File: src/cca_consts.svh
`ifndef CCA_CONSTS_SVH
`define CCA_CONSTS_SVH

////////////////////////////////////////////////////////////////////////
// register offsets
`define CCA_ADDR_CURRENT 8'h04
`define CCA_ADDR_CAL 8'h05
`define CCA_ADDR_MASK 8'h06
`define CCA_ADDR_LIMIT 8'h07

////////////////////////////////////////////////////////////////////////
// reset values
`define CCA_RST_WORD 16'h0000

////////////////////////////////////////////////////////////////////////
// alert select control field positions
`define CCA_SENSE_OVER_BIT 15
`define CCA_SENSE_UNDER_BIT 14
`define CCA_BUS_OVER_BIT 13
`define CCA_BUS_UNDER_BIT 12
`define CCA_POWER_OVER_BIT 11
`define CCA_CONV_ALERT_BIT 10
`define CCA_LIMIT_FLAG_BIT 4
`define CCA_CONV_FLAG_BIT 3
`define CCA_OVERFLOW_BIT 2
`define CCA_POLARITY_BIT 1
`define CCA_ALE_BIT 0
// bits software may write: 15..10 and 1..0
`define CCA_MASK_WR_BITS 16'hfc03
// calibration carries bits 14..0 only
`define CCA_CAL_WR_BITS 16'h7fff

////////////////////////////////////////////////////////////////////////
// product scaling: right shift applied to sense times calibration
`define CCA_CUR_SHIFT 11
`define CCA_POS_SAT 16'h7fff
`define CCA_NEG_SAT 16'h8000

`endif

File: src/cca_pkg.sv
package cca_pkg;
    typedef logic [15:0] cca_word_t;
    typedef logic [7:0] cca_addr_t;
    // state encoding for one conversion result: IDLE 00, CALC 01, FINISH 11
    typedef enum logic [1:0] {
        CCA_IDLE = 2'b00,
        CCA_CALC = 2'b01,
        CCA_FINISH = 2'b11
    } cca_state_t;
endpackage : cca_pkg

File: src/cca_top.sv
`timescale 1ns/1ps
`include "cca_consts.svh"
module cca_top (
    input wire sys_clk,
    input wire rst_n,
    input wire clk_en,
    input wire cca_pkg::cca_addr_t reg_addr,
    input wire reg_wr_en,
    input wire reg_rd_en,
    input wire cca_pkg::cca_word_t reg_wdata,
    output cca_pkg::cca_word_t reg_rdata,
    input wire conv_done,
    input wire avg_enable,
    input wire cca_pkg::cca_word_t sense_sample,
    input wire cca_pkg::cca_word_t sense_avg,
    input wire cca_pkg::cca_word_t bus_voltage,
    input wire cca_pkg::cca_word_t power_value,
    output logic alert_o,
    output logic alert_oe
);
    import cca_pkg::*;

    ////////////////////////////////////////////////////////////////////
    // state
    cca_state_t state_r, state_nxt;
    cca_word_t sense_op_r;
    cca_word_t bus_op_r;
    cca_word_t power_op_r;
    cca_word_t current_r, current_nxt;
    cca_word_t cal_r;
    cca_word_t limit_r;
    logic [5:0] enables_r;
    logic alert_output_polarity_r;
    logic ale_r;
    logic limit_function_flag_r, limit_function_flag_nxt;
    logic conversion_done_flag_r, conversion_done_flag_nxt;
    logic arithmetic_overflow_flag_r, arithmetic_overflow_flag_nxt;
    cca_word_t rdata_r, rdata_nxt;

    ////////////////////////////////////////////////////////////////////
    // register decode
    wire hit_cal = reg_addr == `CCA_ADDR_CAL;
    wire hit_mask = reg_addr == `CCA_ADDR_MASK;
    wire hit_limit = reg_addr == `CCA_ADDR_LIMIT;
    wire hit_cur = reg_addr == `CCA_ADDR_CURRENT;
    wire wr_cal = reg_wr_en && hit_cal;
    wire wr_mask = reg_wr_en && hit_mask;
    wire wr_limit = reg_wr_en && hit_limit;
    wire rd_mask = reg_rd_en && hit_mask;

    // mask word as software sees it; flags are read-only and unused bits read zero
    wire cca_word_t mask_word;
    assign mask_word[`CCA_SENSE_OVER_BIT:`CCA_CONV_ALERT_BIT] = enables_r;
    assign mask_word[9:5] = 5'h00;
    assign mask_word[`CCA_LIMIT_FLAG_BIT] = limit_function_flag_r;
    assign mask_word[`CCA_CONV_FLAG_BIT] = conversion_done_flag_r;
    assign mask_word[`CCA_OVERFLOW_BIT] = arithmetic_overflow_flag_r;
    assign mask_word[`CCA_POLARITY_BIT] = alert_output_polarity_r;
    assign mask_word[`CCA_ALE_BIT] = ale_r;

    ////////////////////////////////////////////////////////////////////
    // operand pick and multiply
    // averaged value replaces the raw sample whenever averaging runs
    wire cca_word_t sense_pick = avg_enable ? sense_avg : sense_sample;
    // bit 15 of calibration is held at zero so it always scales as positive
    wire signed [16:0] cal_s = {2'b00, cal_r[14:0]};
    wire signed [32:0] product = $signed({sense_op_r[15], sense_op_r}) * cal_s;
    wire signed [32:0] scaled = product >>> `CCA_CUR_SHIFT;
    // result fits when bits 32..15 all match the sign
    wire fits = (scaled[32:15] == {18{1'b0}}) || (scaled[32:15] == {18{1'b1}});
    wire neg = scaled[32];
    // two's complement keeps bit 15 as the polarity and 14:0 as value;
    // overflow saturates rather than wrapping so the sign stays honest
    wire cca_word_t cur_calc = fits ? scaled[15:0] : (neg ? `CCA_NEG_SAT : `CCA_POS_SAT);

    ////////////////////////////////////////////////////////////////////
    // limit comparisons, all against the alert limit register
    wire [4:0] cmp_hit;
    cca_limit_cmp #(.IS_SIGNED(1'b1), .IS_OVER(1'b1)) u_sense_over (
        .value(sense_op_r),
        .limit(limit_r),
        .hit(cmp_hit[4])
    );
    cca_limit_cmp #(.IS_SIGNED(1'b1), .IS_OVER(1'b0)) u_sense_under (
        .value(sense_op_r),
        .limit(limit_r),
        .hit(cmp_hit[3])
    );
    cca_limit_cmp #(.IS_SIGNED(1'b0), .IS_OVER(1'b1)) u_bus_over (
        .value(bus_op_r),
        .limit(limit_r),
        .hit(cmp_hit[2])
    );
    cca_limit_cmp #(.IS_SIGNED(1'b0), .IS_OVER(1'b0)) u_bus_under (
        .value(bus_op_r),
        .limit(limit_r),
        .hit(cmp_hit[1])
    );
    cca_limit_cmp #(.IS_SIGNED(1'b0), .IS_OVER(1'b1)) u_power_over (
        .value(power_op_r),
        .limit(limit_r),
        .hit(cmp_hit[0])
    );

    // enables_r[5:1] map to bits 15..11; only the highest set one counts
    wire [4:0] lim_en = enables_r[5:1];
    // conversion ready alert sits outside the limit priority chain
    wire conversion_done_alert_enable = enables_r[0];
    wire fault = lim_en[4] ? cmp_hit[4] :
                 lim_en[3] ? cmp_hit[3] :
                 lim_en[2] ? cmp_hit[2] :
                 lim_en[1] ? cmp_hit[1] :
                 lim_en[0] ? cmp_hit[0] : 1'b0;
    // one view of each sequence step so every register uses the same decode
    wire capturing = (state_r == CCA_IDLE) && conv_done;
    wire calculating = state_r == CCA_CALC;
    wire finishing = state_r == CCA_FINISH;

    ////////////////////////////////////////////////////////////////////
    // sequence: capture, multiply, publish; a new conv_done while busy is dropped
    always_comb begin
        state_nxt = state_r;
        case (state_r)
            CCA_IDLE: begin
                if (conv_done) begin
                    state_nxt = CCA_CALC;
                end
            end
            CCA_CALC: state_nxt = CCA_FINISH;
            CCA_FINISH: state_nxt = CCA_IDLE;
            default: state_nxt = CCA_IDLE;
        endcase
    end

    // current result only moves once the product is final, so a read never sees half a result
    assign current_nxt = calculating ? cur_calc : current_r;
    // overflow describes the latest conversion only; an older overflow does not linger
    assign arithmetic_overflow_flag_nxt = calculating ? !fits : arithmetic_overflow_flag_r;

    // latched: set wins over read clear, so a fault landing with the read is not lost
    wire flag_latched_nxt = (finishing && fault) || (limit_function_flag_r && !rd_mask);
    // transparent: follows each conversion; a read leaves it alone
    wire flag_follow_nxt = finishing ? fault : limit_function_flag_r;
    assign limit_function_flag_nxt = ale_r ? flag_latched_nxt : flag_follow_nxt;
    // ready flag cleared by a mask read unless a result lands the same cycle
    assign conversion_done_flag_nxt = finishing || (conversion_done_flag_r && !rd_mask);

    ////////////////////////////////////////////////////////////////////
    // read mux, registered; unmapped offsets read zero
    assign rdata_nxt = !reg_rd_en ? rdata_r :
                       hit_cur ? current_r :
                       hit_cal ? cal_r :
                       hit_mask ? mask_word :
                       hit_limit ? limit_r : `CCA_RST_WORD;

    ////////////////////////////////////////////////////////////////////
    // sequencing and result registers
    always_ff @(posedge sys_clk) begin
        if (!rst_n) begin
            state_r <= CCA_IDLE;
            current_r <= `CCA_RST_WORD;
            arithmetic_overflow_flag_r <= 1'b0;
            limit_function_flag_r <= 1'b0;
            conversion_done_flag_r <= 1'b0;
            rdata_r <= `CCA_RST_WORD;
        end else if (clk_en) begin
            state_r <= state_nxt;
            current_r <= current_nxt;
            arithmetic_overflow_flag_r <= arithmetic_overflow_flag_nxt;
            limit_function_flag_r <= limit_function_flag_nxt;
            conversion_done_flag_r <= conversion_done_flag_nxt;
            rdata_r <= rdata_nxt;
        end
    end

    // operands captured on conv_done so comparison and product agree
    // a conv_done while busy is ignored, so operands never change mid-calculation
    always_ff @(posedge sys_clk) begin
        if (!rst_n) begin
            sense_op_r <= `CCA_RST_WORD;
            bus_op_r <= `CCA_RST_WORD;
            power_op_r <= `CCA_RST_WORD;
        end else if (clk_en && capturing) begin
            sense_op_r <= sense_pick;
            bus_op_r <= bus_voltage;
            power_op_r <= power_value;
        end
    end

    // software-written registers
    // write strobes are ignored while clk_en is low, like every other state change
    always_ff @(posedge sys_clk) begin
        if (!rst_n) begin
            cal_r <= `CCA_RST_WORD;
            limit_r <= `CCA_RST_WORD;
            enables_r <= 6'h00;
            alert_output_polarity_r <= 1'b0;
            ale_r <= 1'b0;
        end else if (clk_en) begin
            if (wr_cal) begin
                cal_r <= reg_wdata & `CCA_CAL_WR_BITS;
            end
            if (wr_limit) begin
                limit_r <= reg_wdata;
            end
            if (wr_mask) begin
                enables_r <= reg_wdata[`CCA_SENSE_OVER_BIT:`CCA_CONV_ALERT_BIT];
                alert_output_polarity_r <= reg_wdata[`CCA_POLARITY_BIT];
                ale_r <= reg_wdata[`CCA_ALE_BIT];
            end
        end
    end

    ////////////////////////////////////////////////////////////////////
    // open-drain alert: pin only ever pulled low, enable decides
    // only one limit function drives the flag, but conversion ready may alert alongside it
    wire limit_alert = limit_function_flag_r;
    wire ready_alert = conversion_done_alert_enable && conversion_done_flag_r;
    wire alert_active = limit_alert || ready_alert;
    // active-low pulls while alerting; active-high pulls while idle
    assign alert_oe = alert_active ^ alert_output_polarity_r;
    assign alert_o = 1'b0;
    assign reg_rdata = rdata_r;
endmodule : cca_top

File: src/cca_limit_cmp.sv
`timescale 1ns/1ps
module cca_limit_cmp #(
    parameter bit IS_SIGNED = 1'b0,
    parameter bit IS_OVER = 1'b1
) (
    input wire cca_pkg::cca_word_t value,
    input wire cca_pkg::cca_word_t limit,
    output logic hit
);
    import cca_pkg::*;
    wire gt_s = $signed(value) > $signed(limit);
    wire lt_s = $signed(value) < $signed(limit);
    wire gt_u = value > limit;
    wire lt_u = value < limit;
    wire gt = IS_SIGNED ? gt_s : gt_u;
    wire lt = IS_SIGNED ? lt_s : lt_u;
    // one comparison per instance, direction fixed at build time
    assign hit = IS_OVER ? gt : lt;
endmodule : cca_limit_cmp

File: config.mk
export PLATFORM = sky130hd
export DESIGN_NAME = cca_top
export DESIGN_NICKNAME = d
export VERILOG_FILES = /design/src/cca_pkg.sv /design/src/cca_top.sv /design/src/cca_limit_cmp.sv
export VERILOG_INCLUDE_DIRS = /design/src
export SDC_FILE = /design/constraint.sdc
export NUM_CORES = 1
export LEC_CHECK = 0
export BUFFER_PORTS_ARGS = -buffer_cell sky130_fd_sc_hd__buf_4
export CORE_MARGIN = 2
export CORE_UTILIZATION = 55
export DETAILED_ROUTE_END_ITERATION = 8
export PLACE_DENSITY = 0.72
export SYNTH_ARGS = -nofsm -noshare
export SYNTH_HDL_FRONTEND = slang
export SYNTH_SLANG_ARGS = --single-unit
File: constraint.sdc
create_clock -name sys_clk -period 10.3 [get_ports sys_clk]
set_input_delay 0.515 -clock sys_clk [delete_from_list [all_inputs] [get_ports sys_clk]]
set_output_delay 0.515 -clock sys_clk [all_outputs]
set_load 0.05 [all_outputs]
==> reports/metrics.csv, run 1 <==
metric;value;unit
Max-Cap Viols;0;
worst hold-check path type;in2reg;
FFs w/ async S/R, synth;0;%
Final Cycle Share;75.70;%
Antenna Diode Count;0;
# port buffers;111;
Area contributors post-synth;fa_1, dfxtp_1, ha_1;
CP endpoint kind;flop;
Die H;173.1;µm
detailed placement HPWL;30520;µm
Final Skew;5.646;ps
Area growth, synth to finish;11.02;%
max-slew violations;0;
H-Tree Depth;4;
CTS tree;built;
Setup WS post-layout;2503;ps
CTS Buf Count;17;
synth cell count leaders;nand2_1, inv_1, fa_1;
Avg Cell Area, Syn;8.956;µm²
Yosys top cell area share;31.17;%
CORE AREA;28010;µm²
status;completed;
worst r2r path cells;20;
ANT nets after route;0;
hold_sp;power_value[2];
# DRC;0;
root buffer cell;clkbuf_16;
Syn Nets;2224;
ys flop type;dfxtp_1;
RSZ-0062 raised after global routing;false;
Leakage Power;8.549;nW
layout cells sized above 1;10.75;%
Total Power;1.315;mW
Synth Register Bits;124;
Longest Clk Path Bufs;2;
row cnt;61;
Util after Layout;62.37;%
num ports;113;
# resized after CTS;0;
antenna violations before repair;2;
Peak supply drop;0.1255;mV
drt via density;5.496;
starting density of the core;56.18;%
crit path launch type;flop;
CP max FO;18;
placed insts;2178;
Worst-Margin Slew;1152;ps
vias post-DR;12150;
Reg-to-Reg End;arithmetic_overflow_flag_r$_SDFFE_PN0P_;
Setup violations, final;0;
Reg2Reg Launch Point;cal_r[1]$_SDFFE_PN0P_;
setup repair bufs after CTS;0;
final hold viol count;0;
Worst EP arrival;8050;ps
largest net degree at the start of global routing;112;
drt wl/cell;17.75;µm
Post-CTS Hold Buffers;0;
power per standard cell area;75.27;nW/µm²
Fill cells;2364;
Die W;173.1;µm
final cell count without fillers;2210;
Overflow after GRT;0;
Post-synth EDFFs;0;
Area after DPL;16830;µm²
count leader, synth;nand2_1;
register-to-register setup slack;2500;ps
CTS sink count;124;
routability congestion estimate;0.8992;
min Tclk post-route;7797;ps
WHS Path Cells;3;
# nets final;2286;
WL final;39220;µm
f_max;128.3;MHz
first-pass GRT wire length;65430;µm
later-pin clock latency in the skew report;420;ps
Place WS;2711;ps
Req. time, crit path;10550;ps
sequential fraction of the synthesis area;15.78;%
hold slack;344.0;ps
Crit Path Class;reg2reg;
CTS clk-pin slew, worst paths;60;ps
post-route setup TNS;0;ps
drt initial violations;703;
post-synth cell types;69;
area leader, netlist;fa_1;
vias in the first global route;13020;
Ys Warns;0;
die area;29980;µm²
sink of the worst hold path;power_op_r[2]$_SDFFE_PN0P_;
Initial DRT Pass Iterations;5;
total track usage;27.43;%
Synth Instances;1757;
Final Cell Area;17470;µm²
relative slew slack;22.90;%
mapped cell area;15740;µm²
[kinds of logic (layout without fill, tap and decap cells)]
kind of cell | count (synthesis) | count (layout) | synth area share, %
AOI/OAI and AO/OA | 238 | 238 | 11.40
xor gates and xnor gates | 31 | 31 | 1.773
buffers and inverters | 388 | 463 | 9.407
and+or+nand+nor | 562 | 562 | 16.90
adders and majority gates | 372 | 372 | 41.27
DFF | 124 | 124 | 15.78
other | 1 | 1 | 0.02383
muxes | 41 | 41 | 3.451
[where the power goes]
part / switching [mW] / internal (mW) / leakage [nW]
clock: 0.229 / 0.420 / 0.303
sequential: 0.0153 / 0.491 / 1.00
combinational: 0.0894 / 0.0697 / 7.24
total: 0.334 / 0.981 / 8.55
[how the worst max path moves through the flow]
stage / start / to / cells after the start
floorplan: sense_op_r[15]$_SDFFE_PN0P_ / current_r[10]$_SDFFE_PN0P_ / 21
global placement: cal_r[1]$_SDFFE_PN0P_ / arithmetic_overflow_flag_r$_SDFFE_PN0P_ / 20
detailed placement: cal_r[1]$_SDFFE_PN0P_ / arithmetic_overflow_flag_r$_SDFFE_PN0P_ / 20
CTS: cal_r[1]$_SDFFE_PN0P_ / arithmetic_overflow_flag_r$_SDFFE_PN0P_ / 20
global route: cal_r[1]$_SDFFE_PN0P_ / arithmetic_overflow_flag_r$_SDFFE_PN0P_ / 20
finish: cal_r[1]$_SDFFE_PN0P_ / arithmetic_overflow_flag_r$_SDFFE_PN0P_ / 20
[worst max-delay path: stages (launching register included)]
cell and delay, ps:
dfxtp_1 770, nand2_1 280, fa_1 640, fa_1 520, inv_1 350, fa_1 540
fa_1 500, fa_1 500, inv_1 50, fa_1 470, inv_1 40, ha_1 330
and3_1 240, nand2_1 130, nor2_1 70, a211oi_1 280, o31ai_1 190, a2111oi_0 510
o21ai_0 190, o211ai_2 800, o311ai_1 220
[cell usage in the layout, fill, tap and decap left out, types with 16 or more instances in the layout]
cell and instances:
a21boi_0 66, a21oi_1 36, a22oi_1 16, and2_1 116, buf_4 125, clkbuf_16 17, dfxtp_1 124, fa_1 245
ha_1 127, inv_1 306, mux2i_1 25, nand2_1 318, nand4_1 18, nor2_1 34, nor2b_1 34, o211a_1 17
o21ai_0 21, xnor2_1 19
[routing by layer]
layer	track usage, %	vias up	wire (µm)	part of all wire (%)
li1	-	5663	-	-
met1	34.46	5998	15950	41
met2	47.88	394	19510	50
met3	3.738	91	2194	5.6
met4	10.91	0	1564	4.0
met5	0	-	0	0
[state kept, by name, indices dropped and copies added (netlist names)]
| signal | cells |
|---|---|
| current_r | 16 |
| limit_r | 16 |
| alert_output_polarity_r | 1 |
| bus_op_r | 16 |
| limit_alert | 1 |
| ale_r | 1 |
| enables_r | 6 |
| conversion_done_flag_r | 1 |
| reg_rdata | 16 |
| state_r | 2 |
| power_op_r | 16 |
| cal_r | 15 |
| arithmetic_overflow_flag_r | 1 |
| sense_op_r | 16 |
[area by class of cell]
| cell class | count | area (µm²) | share of cell area (%) |
|---|---|---|---|
| inverter | 306 | 1149 | 6.575 |
| multi-input combinational | 1245 | 11780 | 67.45 |
| sequential | 124 | 2482 | 14.21 |
| timing repair buffer | 125 | 938.4 | 5.372 |
| clock buffer | 20 | 456.7 | 2.614 |
| tap | 378 | 473.0 | 2.707 |
| clock inverter | 12 | 186.4 | 1.067 |
Power figures use the tool's default switching activity.
==> run 2: changes to the inputs <==
==> constraint.sdc (replaced) <==
create_clock -name sys_clk -period 7.85 [get_ports sys_clk]
set_input_delay 0.3925 -clock sys_clk [delete_from_list [all_inputs] [get_ports sys_clk]]
set_output_delay 0.3925 -clock sys_clk [all_outputs]
set_load 0.05 [all_outputs]
==> run 2 against run 1 <==
- cell count rose by 0.86%
- fmax rose by 5.5%
- via count is 1.5% higher
- clock skew rose by 6.0 ps
- sequential power increased by 35%
- largest power group unchanged
- highest routed layer unchanged
==> reports/metrics.csv, run 2 (same netlist as run 1, synthesis figures left out) <==
metric;value;unit;change
power per standard cell area;97.53;nW/µm²;+30%
hold_sp;power_value[2];;
Overflow after GRT;0;;unchanged
setup repair bufs after CTS;0;;unchanged
crit path from;cal_r[10]$_SDFFE_PN0P_;;
CTS Buf Count;17;;unchanged
Max-Cap Viols;0;;unchanged
ANT nets after route;0;;unchanged
Req. time, crit path;8120;ps;-2430 ps
max-slew violations;0;;unchanged
Worst-Margin Slew;1215;ps;+62.72 ps
hold slack;220.6;ps;-123.4 ps
CP max stage delay;990;ps;+190 ps
post-route setup TNS;0;ps;unchanged
cell mode on critical path;fa_1;;
Final Cycle Share;94.16;%;+18 points
starting density of the core;56.18;%;unchanged
Antenna Diode Count;0;;unchanged
relative slew slack;18.70;%;-4.2 points
total track usage;28.52;%;+1.1 points
Final Skew;11.64;ps;+5.998 ps
Setup violations, final;0;;unchanged
# port buffers;111;;unchanged
Place WS;507.8;ps;-2203 ps
Crit Path Class;reg2reg;;
Die H;173.1;µm;unchanged
Post-CTS Hold Buffers;0;;unchanged
crit path launch type;flop;;
first-pass GRT wire length;67030;µm;+2.4%
die area;29980;µm²;unchanged
vias post-DR;12330;;+1.5%
CP endpoint kind;flop;;
Longest Clk Path Bufs;2;;unchanged
H-Tree Depth;4;;unchanged
CP max FO;18;;unchanged
later-pin clock latency in the skew report;430;ps;about the same
CTS clk-pin slew, worst paths;60;ps;about the same
Setup WS post-layout;458.6;ps;-2045 ps
Util after Layout;62.84;%;+0.47 points
RSZ-0062 raised after global routing;false;;
layout cells sized above 1;11.67;%;+0.92 points
antenna violations before repair;3;;+1
final hold viol count;0;;unchanged
f_max;135.3;MHz;+5.5%
drt wl/cell;18.19;µm;+2.5%
CP max-delay cell;dfxtp_1;;
# DRC;0;;unchanged
Die W;173.1;µm;unchanged
routability congestion estimate;0.9131;;+1.5%
root buffer cell;clkbuf_16;;
CORE AREA;28010;µm²;unchanged
commonest non-fill, non-tap cell in the layout;nand2_1;;
detailed placement HPWL;32730;µm;+7.2%
# resized after CTS;0;;unchanged
Worst EP arrival;7660;ps;-390 ps
Reg2Reg Launch Point;cal_r[10]$_SDFFE_PN0P_;;
Area growth, synth to finish;11.86;%;
Peak supply drop;0.2001;mV;+59%
drt via density;5.533;;+0.67%
num ports;113;;unchanged
# nets final;2306;;+0.87%
drt initial violations;801;;+14%
worst hold-check path type;in2reg;;
CTS sink count;124;;unchanged
Initial DRT Pass Iterations;5;;unchanged
vias in the first global route;13080;;+0.51%
WL final;40560;µm;+3.4%
Leakage Power;8.654;nW;+1.2%
commonest non-fill, non-tap cells in the layout;nand2_1, inv_1, fa_1, buf_4, ha_1;;
CTS tree;built;;
min Tclk post-route;7391;ps;-405.3 ps
row cnt;61;;unchanged
largest net degree at the start of global routing;112;;unchanged
cell chain of the critical path;nand2_1, fa_1, inv_1, fa_1, inv_1, fa_1, inv_1, fa_1, fa_1, inv_1, fa_1, inv_1, ha_1, and3_1, a221o_1, a211oi_1, o32ai_4, xor2_2, o21ai_2, o211ai_1;;
status;completed;;
Fill cells;2369;;+0.21%
## run 2: changes by cell type in the layout (fill, tap and decap cells not counted)
| cell | before | now |
|---|---|---|
| buf_4 | 125 | 145 |
| clkinv_2 | 0 | 3 |
| clkinv_4 | 3 | 2 |
| clkinvlp_4 | 3 | 2 |
| inv_6 | 2 | 0 |
## run 2: critical path, delay by kind of cell (launching register included)
kind                     cells  cell delay, ps
flip-flops                   1             990
AO/OA/AOI/OAI                5            1770
buffers and inverters        5             300
AND/OR/NAND/NOR              2             600
XOR/XNOR                     1             200
adder cells (fa/ha/maj)      7            3380
## run 2: power by group
part | internal (mW) | switching, mW | total [mW] | leakage [nW]
sequential | 0.645 | 0.0382 | 0.683 | 1.00
clock | 0.544 | 0.288 | 0.832 | 0.302
combinational | 0.0949 | 0.107 | 0.202 | 7.35
## run 2: per-layer routing
layer  track usage, %  up-vias  part of all wire, %
met1            36.76     6121                   41
met3            4.266      103                  6.0
met5                0        -                    0
met4            11.44        0                  3.9
met2            48.33      416                   49
li1                 -     5693                    -
## run 2: stage by stage
step                cell area (µm²)  std cells  total power, mW
floorplan                     15740       1757           0.7881
global placement              16980       2198           0.8886
detailed placement            16980       2198           0.8936
CTS                           17600       2229            1.718
global route                  17600       2229            1.770
finish                        17600       2229            1.717
## run 2: layout make-up
type	count	area [µm²]	area share, %
multi-input cells	1245	11780	66.95
flip-flops and latches	124	2482	14.10
inverters	306	1149	6.526
repair buffers	145	1089	6.185
well taps	378	473.0	2.687
clock buffers	20	456.7	2.595
clock inverters	11	167.7	0.9526
## run 2: path summary, 6_finish.rpt
path / slack (ps) / cells after the start / to
worst max-delay path: 460 / 20 / current_r[0]$_SDFFE_PN0P_
worst min-delay path: 220 / 3 / power_op_r[2]$_SDFFE_PN0P_
worst max register to register: 460 / 20 / current_r[0]$_SDFFE_PN0P_
worst min register to register: 470 / 2 / power_op_r[6]$_SDFFE_PN0P_
